==> config.mk <==
export PLATFORM = sky130hd
export DESIGN_NAME = csm_config_sets
export DESIGN_NICKNAME = d
export VERILOG_FILES = /design/src/verilog/csm_pkg.sv /design/src/verilog/csm_nv_if.sv /design/src/verilog/csm_chan_store.sv /design/src/verilog/csm_config_sets.sv
export SDC_FILE = /design/constraint.sdc
export NUM_CORES = 2
export LEC_CHECK = 0
export BUFFER_PORTS_ARGS = -buffer_cell sky130_fd_sc_hd__buf_2
export CAP_MARGIN = 0
export CORE_UTILIZATION = 40
export DETAILED_ROUTE_END_ITERATION = 16
export GPL_TIMING_DRIVEN = 0
export PLACE_DENSITY = 0.58
export SLEW_MARGIN = 40
export SYNTH_ARGS = -nofsm -noshare
export SYNTH_HDL_FRONTEND = slang
export SYNTH_SLANG_ARGS = --single-unit
export TNS_END_PERCENT = 1
==> constraint.sdc <==
create_clock -name clk -period 5.55 [get_ports clk]
set_clock_uncertainty 0.2 [all_clocks]
set_input_delay 1.11 -clock clk [delete_from_list [all_inputs] [get_ports clk]]
set_output_delay 1.11 -clock clk [all_outputs]
set_load 0.02 [all_outputs]
==> src/verilog/csm_pkg.sv <==
// csm_pkg: register map, field layout, reset values and states of the
// configuration set / memory channel block.
// assumes: 32-bit Avalon-MM register slave, word addressing by byte offset.
package csm_pkg;
    localparam int unsigned ADDR_W       = 8;
    localparam int unsigned DATA_W       = 32;
    localparam int unsigned CFG_WORDS    = 8;
    localparam int unsigned NUM_CH       = 4;
    localparam int unsigned CH_W         = 2;
    // register byte offsets
    localparam logic [7:0]  OFS_INIT     = 8'h00;
    localparam logic [7:0]  OFS_SAVE     = 8'h04;
    localparam logic [7:0]  OFS_SAVE_CH  = 8'h08;
    localparam logic [7:0]  OFS_LOAD_CH  = 8'h0C;
    localparam logic [7:0]  OFS_START_CH = 8'h10;
    localparam logic [7:0]  OFS_STATUS   = 8'h14;
    localparam logic [7:0]  OFS_WORK     = 8'h40;
    // field positions
    localparam int unsigned INIT_BIT     = 0;
    localparam int unsigned SAVE_BIT     = 0;
    localparam int unsigned ST_BUSY_BIT  = 0;
    localparam int unsigned ST_IDLE_BIT  = 1;
    localparam int unsigned ST_REJ_BIT   = 2;
    // reset values and factory channel number
    localparam logic [1:0]  START_CH_RST = 2'h0;
    localparam logic [1:0]  SAVE_CH_RST  = 2'h1;
    localparam logic [1:0]  FACTORY_CH   = 2'h0;

    typedef enum logic [1:0] {
        CSM_IDLE = 2'b00,
        CSM_LOAD = 2'b01,
        CSM_SAVE = 2'b10
    } csm_state_t;
endpackage : csm_pkg
==> src/verilog/csm_nv_if.sv <==
// csm_nv_if: word port between the controller and channel storage.
// assumes: one clock; access completes in the cycle it is issued.
`timescale 1ns/1ns
interface csm_nv_if #(
    parameter int unsigned AW = 5,
    parameter int unsigned DW = 32
);
    logic          we;
    logic [AW-1:0] addr;
    logic [DW-1:0] wdata;
    logic [DW-1:0] rdata;
    modport ctrl  (output we, output addr, output wdata, input rdata);
    modport store (input we, input addr, input wdata, output rdata);
endinterface : csm_nv_if

==> src/verilog/csm_chan_store.sv <==
// csm_chan_store: factory channel 0 (constant) plus user channels 1..3.
// assumes: user contents stand for non-volatile cells: no reset clears them.
`timescale 1ns/1ns
module csm_chan_store #(
    parameter int unsigned      WORDS   = 8,
    parameter logic [31:0]      FACTORY = 32'h0000_0000
) (
    input  wire logic   clk,
    csm_nv_if.store     nv
);
    localparam int unsigned IW = $clog2(WORDS);
    logic [31:0] mem [csm_pkg::NUM_CH*WORDS];
    logic [1:0]  ch;
    logic [31:0] rd_q;

    assign ch = nv.addr[IW+1:IW];

    // no reset: user channels survive reset and re-init
    always_ff @(posedge clk) begin
        if (nv.we && ch != csm_pkg::FACTORY_CH) begin
            mem[nv.addr] <= nv.wdata;
        end
    end

    // factory words are a constant pattern, never writable
    always_comb begin
        if (ch == csm_pkg::FACTORY_CH) begin
            rd_q = FACTORY + 32'(nv.addr[IW-1:0]);
        end else begin
            rd_q = mem[nv.addr];
        end
    end
    assign nv.rdata = rd_q;
endmodule : csm_chan_store

==> src/verilog/csm_config_sets.sv <==
// csm_config_sets: working configuration set with save/load to memory
// channels, startup channel, self-clearing initialize, Avalon-MM slave.
// assumes: acq_active and shot_pending are synchronous levels from the
// acquisition logic; the bus master holds requests until waitrequest low.
`timescale 1ns/1ns

// How it works
// - every register write to the work window updates the byte-enabled bytes of the working set
// - working set is flip-flops, cleared by reset, then reloaded
// - factory set is constant storage, writes to it are dropped
// - exactly three user channels, numbered 1 to 3
// - user channels have no reset and survive reset and init
// - writing 1 to save copies all working words to the target
// - a save overwrites every word of the target channel
// - writing 1, 2 or 3 to load channel copies it into work set
// - channel 0 holds factory data and is never saved into
// - writing 0 to load channel copies factory set into work set
// - load channel writes only proceed while no acquisition and no shot pending; init and reset loads are not gated
// - after reset the startup channel, default 0, is loaded
// - initialize bit self-clears and reloads from startup channel
module csm_config_sets #(
    parameter int unsigned      WORDS   = csm_pkg::CFG_WORDS,
    parameter logic [31:0]      FACTORY = 32'h0000_1000
) (
    input  wire logic          clk,
    input  wire logic          rst_n,
    input  wire logic [7:0]    avs_address,
    input  wire logic          avs_read,
    input  wire logic          avs_write,
    input  wire logic [31:0]   avs_writedata,
    input  wire logic [3:0]    avs_byteenable,
    output logic [31:0]        avs_readdata,
    output logic               avs_waitrequest,
    input  wire logic          acq_active,
    input  wire logic          shot_pending,
    output logic               cfg_busy,
    output logic [WORDS*32-1:0] work_set
);
    localparam int unsigned IW = $clog2(WORDS);

    // index math needs a power of two; the window must end by 0x80
    if (WORDS < 2 || WORDS > 16 || (1 << IW) != WORDS) begin : g_bad_words
        $error("WORDS must be a power of two from 2 to 16");
    end

    ////////////////////////////////////////////////////////////////////////
    typedef struct packed {
        csm_pkg::csm_state_t   st;
        logic [IW-1:0]         idx;
        logic [1:0]            ch;
        logic [1:0]            save_ch;
        logic [1:0]            start_ch;
        logic [1:0]            cur_ch;
        logic                  rejected;
        logic                  ack;
        logic                  wreq;
        logic                  busy;
        logic [31:0]           rdata;
        logic [WORDS*32-1:0]   work;
    } csm_regs_t;

    csm_regs_t q;
    csm_regs_t d;

    csm_nv_if #(.AW(IW+2), .DW(32)) nv ();

    csm_chan_store #(.WORDS(WORDS), .FACTORY(FACTORY)) u_store (
        .clk (clk),
        .nv  (nv)
    );

    function automatic logic [31:0] be_merge(input logic [31:0] old,
                                             input logic [31:0] nw,
                                             input logic [3:0]  be);
        logic [31:0] r;
        r = old;
        for (int i = 0; i < 4; i++) begin
            if (be[i]) begin
                r[i*8 +: 8] = nw[i*8 +: 8];
            end
        end
        return r;
    endfunction : be_merge

    function automatic logic is_user_ch(input logic [1:0] c);
        return c != csm_pkg::FACTORY_CH;
    endfunction : is_user_ch

    ////////////////////////////////////////////////////////////////////////
    logic        busy;
    logic        idle_cam;
    logic        wr;
    logic        rd;
    logic        in_work;
    logic [IW-1:0] widx;

    assign busy     = q.st != csm_pkg::CSM_IDLE;
    assign idle_cam = !acq_active && !shot_pending;
    // accesses stall while a copy runs, keeping the working set coherent
    assign wr       = avs_write && !busy && !q.ack;
    assign rd       = avs_read && !busy && !q.ack;
    assign in_work  = avs_address >= csm_pkg::OFS_WORK &&
                      avs_address < 8'(csm_pkg::OFS_WORK + 4*WORDS);
    assign widx     = IW'((avs_address - csm_pkg::OFS_WORK) >> 2);

    assign nv.we    = q.st == csm_pkg::CSM_SAVE;
    assign nv.addr  = {q.ch, q.idx};
    assign nv.wdata = q.work[q.idx*32 +: 32];

    always_comb begin
        d       = q;
        d.ack   = 1'b0;
        unique case (q.st)
            csm_pkg::CSM_IDLE: begin
                if (wr) begin
                    d.ack = 1'b1;
                    if (in_work) begin
                        d.work[widx*32 +: 32] = be_merge(
                            q.work[widx*32 +: 32], avs_writedata,
                            avs_byteenable);
                    end else begin
                        unique case (avs_address)
                            csm_pkg::OFS_INIT: begin
                                // bit self-clears: never stored
                                if (avs_writedata[csm_pkg::INIT_BIT]) begin
                                    d.ch  = q.start_ch;
                                    d.idx = '0;
                                    d.st  = csm_pkg::CSM_LOAD;
                                    d.work = '0;
                                end
                            end
                            csm_pkg::OFS_SAVE: begin
                                if (avs_writedata[csm_pkg::SAVE_BIT]) begin
                                    if (is_user_ch(q.save_ch)) begin
                                        d.ch  = q.save_ch;
                                        d.idx = '0;
                                        d.st  = csm_pkg::CSM_SAVE;
                                        d.rejected = 1'b0;
                                    end else begin
                                        d.rejected = 1'b1;
                                    end
                                end
                            end
                            csm_pkg::OFS_SAVE_CH: begin
                                if (avs_writedata[31:2] == '0) begin
                                    d.save_ch = avs_writedata[1:0];
                                end
                            end
                            csm_pkg::OFS_LOAD_CH: begin
                                if (avs_writedata[31:2] != '0) begin
                                    d.rejected = 1'b1;
                                end else if (idle_cam) begin
                                    d.ch     = avs_writedata[1:0];
                                    d.cur_ch = avs_writedata[1:0];
                                    d.idx    = '0;
                                    d.st     = csm_pkg::CSM_LOAD;
                                    d.rejected = 1'b0;
                                end else begin
                                    d.rejected = 1'b1;
                                end
                            end
                            csm_pkg::OFS_START_CH: begin
                                if (avs_writedata[31:2] == '0) begin
                                    d.start_ch = avs_writedata[1:0];
                                end
                            end
                            default: begin
                            end
                        endcase
                    end
                end else if (rd) begin
                    d.ack   = 1'b1;
                    d.rdata = '0;
                    if (in_work) begin
                        d.rdata = q.work[widx*32 +: 32];
                    end else begin
                        unique case (avs_address)
                            csm_pkg::OFS_SAVE_CH:  d.rdata = 32'(q.save_ch);
                            csm_pkg::OFS_LOAD_CH:  d.rdata = 32'(q.cur_ch);
                            csm_pkg::OFS_START_CH: d.rdata = 32'(q.start_ch);
                            csm_pkg::OFS_STATUS: begin
                                d.rdata[csm_pkg::ST_IDLE_BIT] = idle_cam;
                                d.rdata[csm_pkg::ST_REJ_BIT]  = q.rejected;
                            end
                            default: d.rdata = '0;
                        endcase
                    end
                end
            end
            csm_pkg::CSM_LOAD: begin
                d.work[q.idx*32 +: 32] = nv.rdata;
                d.idx = q.idx + 1'b1;
                if (q.idx == IW'(WORDS-1)) begin
                    d.st = csm_pkg::CSM_IDLE;
                end
            end
            csm_pkg::CSM_SAVE: begin
                d.idx = q.idx + 1'b1;
                if (q.idx == IW'(WORDS-1)) begin
                    d.st = csm_pkg::CSM_IDLE;
                end
            end
            default: d.st = csm_pkg::CSM_IDLE;
        endcase
        // registered copies so the outputs leave straight from flip-flops
        d.busy = d.st != csm_pkg::CSM_IDLE;
        d.wreq = !d.ack;
    end

    // start channel register resets to its default, so the first load
    // after reset reads the factory channel
    always_ff @(posedge clk or negedge rst_n) begin
        if (!rst_n) begin
            q          <= '0;
            q.st       <= csm_pkg::CSM_LOAD;
            q.ch       <= csm_pkg::START_CH_RST;
            q.start_ch <= csm_pkg::START_CH_RST;
            q.cur_ch   <= csm_pkg::START_CH_RST;
            q.save_ch  <= csm_pkg::SAVE_CH_RST;
            q.busy     <= 1'b1;
            q.wreq     <= 1'b1;
        end else begin
            q <= d;
        end
    end

    assign avs_readdata    = q.rdata;
    assign avs_waitrequest = q.wreq;
    assign cfg_busy        = q.busy;
    assign work_set        = q.work;
endmodule : csm_config_sets

==> flow_summary.toml <==
[synthesis]
synth_cells = 3806
ys_async_sr_fraction = 0.2842
synthAdderAreaFrac = 0.003944
synth_edf_count = 768
synth_cell_types = 79
ys_seq_elements = 1073
synth_top_family_by_area = "multiplexers"
synth_compound_area_frac = 0.09471
syn-cell-area_mm2 = 0.05076
postSynthAreaPerCell_um2 = 13.34
synth.net_count = 3872
synth-simple-area-share = 0.07797
synth_warnings = 0
yosysSeqAreaShare = 0.6048
synthXorXnorAreaFrac = 0
synth_mux_area_frac = 0.1459
synth-main-ff-cell = "edfxtp_1"

[worst_setup_path]
crit_type = "reg2reg"
critPathMostFrequentCell = "buf_6"
reg2reg_from = "nv.addr[1]$_DFFE_PN0P_"
r2r-end = "work_set[113]$_DFFE_PN0P_"
timing.reg2reg.setup_slack_ps = -110
startpoint_type = "flop"
crit_path_end_kind = "flop"
worstPathRequired_ps = 5990
worst_path_max_delay_cell = "clkbuf_1"
crit_fanout = 19
crit_arrival_ps = 6100
reg2regPathDepth = 17
critPathMaxStageDelay_ps = 760
cp_cell_sequence = "buf_2, buf_6, buf_6, buf_8, buf_6, buf_6, buf_6, buf_4, inv_1, ha_1, ha_1, nor2_1, nand3_1, nor2_1, clkbuf_1, o21ai_0, a31oi_1"

[drt]
antenna_left = 0
wirelength_mm = 197.3
drt_iter0_drc = 4804
firstDrtPassIters = 6
vias_per_cell = 6.175
route.detailed.drc = 0
num_vias = 37440
wl_per_cell_um = 32.55

[cts]
path_clk_slew_ps = 60
clockRootBuffer = "clkbuf_16"
cts_tree = "yes"
clockBufferDepth = 3
numCtsBuffers = 110
postCtsSetupRepairBufs = 0
clock_latency_ps = 730
cts.sinks = 1073
cts_resized = 21
h-tree-depth = 3
postCtsHoldBufs = 0

[global_routing]
grt_pass1_vias = 35100
gr-total-overflow = 0
grt_usage = 0.3020
antenna_found_initial = 19
grt_max_degree = 70
grt_pass1_wl_mm = 270.6

[timing]
fmax_mhz = 176.7
holdWs_ps = 73.61
hold_viol_final = 0
worst_slew_pin_slew_ps = 989.7
setup_ws_ps = -108.1
slew_headroom = 0.3402
period_share = 1.019
fin_setup_tns_ps = -222.3
rsz0062_at_grt = "yes"
min_period_ps = 5658
report.final.slew_viol_count = 0
setup_viol = 4

[placed_design]
gp_congestion = 0.9917
dpl_worst_slack_ps = -861.4
hpwlAfterDp_mm = 140.2
port_buffers = 338

[cells_and_area]
fill_cells = 11240
layout-drive-gt1-share = 0.3025
final_util = 0.4741
mostFrequentLayoutCells = "edfxtp_1 (768), buf_2 (441), buf_4 (320), dfrtp_1 (300), mux2i_1 (297)"
fin_nets = 4386
layout_commonest_cell = "edfxtp_1"
area_growth_pct = 17.44

[floorplan]
die_x_um = 358.2
io_pins = 340
fp.dieH_um = 358.2
die-area_mm2 = 0.1283
initial_core_util = 0.4037
rows = 130
core_mm2 = 0.1257

[power_and_ir_drop]
switchingPower_mw = 6.465
power_leakage_nw = 23.82
ir_worst_vdd_uv = 296.9
power_density_mw_per_mm2 = 366.3
power.internal_mw = 15.37
total_power_mw = 21.83
swShare = 0.2961
combPwrFrac = 0.190
seqPwrFrac = 0.471
pwr-share-clk = 0.340

[flow_run]
cap_violations = 0

[outcome]
violations = "negative setup slack"
status = "finished with violations"

[hold_path]
hold_class = "in2async"
[flip-flops by register name, summed over array words and instances, names as in the netlist]
name and flops:
u_store.mem 768, work_set 256, avs_readdata 32, q 10, nv.addr 5, avs_waitrequest 1
cfg_busy 1
[cell families after synthesis]
| group | Yosys count |
|---|---|
| adders and majority gates | 16 |
| DFF | 1073 |
| buffers and inverters | 609 |
| AOI/OAI and AO/OA | 755 |
| muxes | 500 |
| and+or+nand+nor | 853 |
[critical path: cells and delay by family, from the launching register on]
kind,cells,cell delay (ps)
buf+inv,10,2850
simple gates,3,900
compound gates,2,560
fa+ha+maj,2,520
flops,1,490
[power by group through the flow]
stage | clock network (mW) | registers (mW) | logic, mW
6_report | 7.42 | 10.3 | 4.14
5_1_grt | 7.77 | 10.3 | 4.39
4_1_cts | 7.48 | 10.2 | 4.07
3_5_place_dp | 0 | 10.4 | 4.07
3_3_place_gp | 0 | 10.4 | 3.99
2_1_floorplan | 0 | 10.0 | 2.72
[metrics by stage]
step / instance area (um^2) / instances
CTS: 59530 / 6055
floorplan: 50760 / 3806
global route: 59600 / 6057
global placement: 54510 / 5794
finish: 59610 / 6062
detailed placement: 55950 / 5857
[cells in the mapped netlist, types with 46 or more instances]
cell type    n  share of area
nand3_1    104          0.010
o22ai_1    118          0.015
nand2b_1    46         0.0057
edfxtp_1   768           0.45
nor2_1     265          0.020
dfrtp_1    301           0.15
buf_2       93         0.0092
clkbuf_1   122         0.0090
a21oi_1     46         0.0045
buf_4      306          0.045
mux4_2     191          0.085
nand2_1    294          0.022
o21ai_1     73         0.0072
mux2i_1    299          0.059
a31oi_1    196          0.024
o221ai_1    52         0.0090
o21ai_0    158          0.016
[worst max path at each step]
stage,start,slack (ps),to
finish,nv.addr[1]$_DFFE_PN0P_,-110,work_set[113]$_DFFE_PN0P_
global route,nv.addr[1]$_DFFE_PN0P_,-1,work_set[113]$_DFFE_PN0P_
CTS,nv.addr[1]$_DFFE_PN0P_,110,work_set[138]$_DFFE_PN0P_
detailed placement,nv.addr[1]$_DFFE_PN0P_,-860,work_set[142]$_DFFE_PN0P_
global placement,nv.addr[1]$_DFFE_PN0P_,-3910,u_store.mem[25][22]$_DFFE_PP_
floorplan,nv.addr[1]$_DFFE_PN0P_,440,u_store.mem[25][0]$_DFFE_PP_
[area by class of cell]
class | count | area (um^2) | share of cell area
antenna | 5 | 12.51 | 0.0002099
buffer | 569 | 3611 | 0.06058
clock buffer | 147 | 2972 | 0.04985
clock inverter | 52 | 580.6 | 0.009739
inverter | 39 | 146.4 | 0.002456
multi-input combinational | 2124 | 16650 | 0.2793
sequential | 1073 | 30700 | 0.5150
tap | 1650 | 2064 | 0.03463
timing repair buffer | 403 | 2873 | 0.04819
[routing by layer]
metal,vias to the layer above,global-route usage,share of wire
li1,15350,-,-
met3,639,0.07746,0.11
met1,18800,0.3956,0.38
met4,8,0.1558,0.062
met5,-,0.003704,0.00044
met2,2638,0.4631,0.45
(Power assumes the default switching activity.)
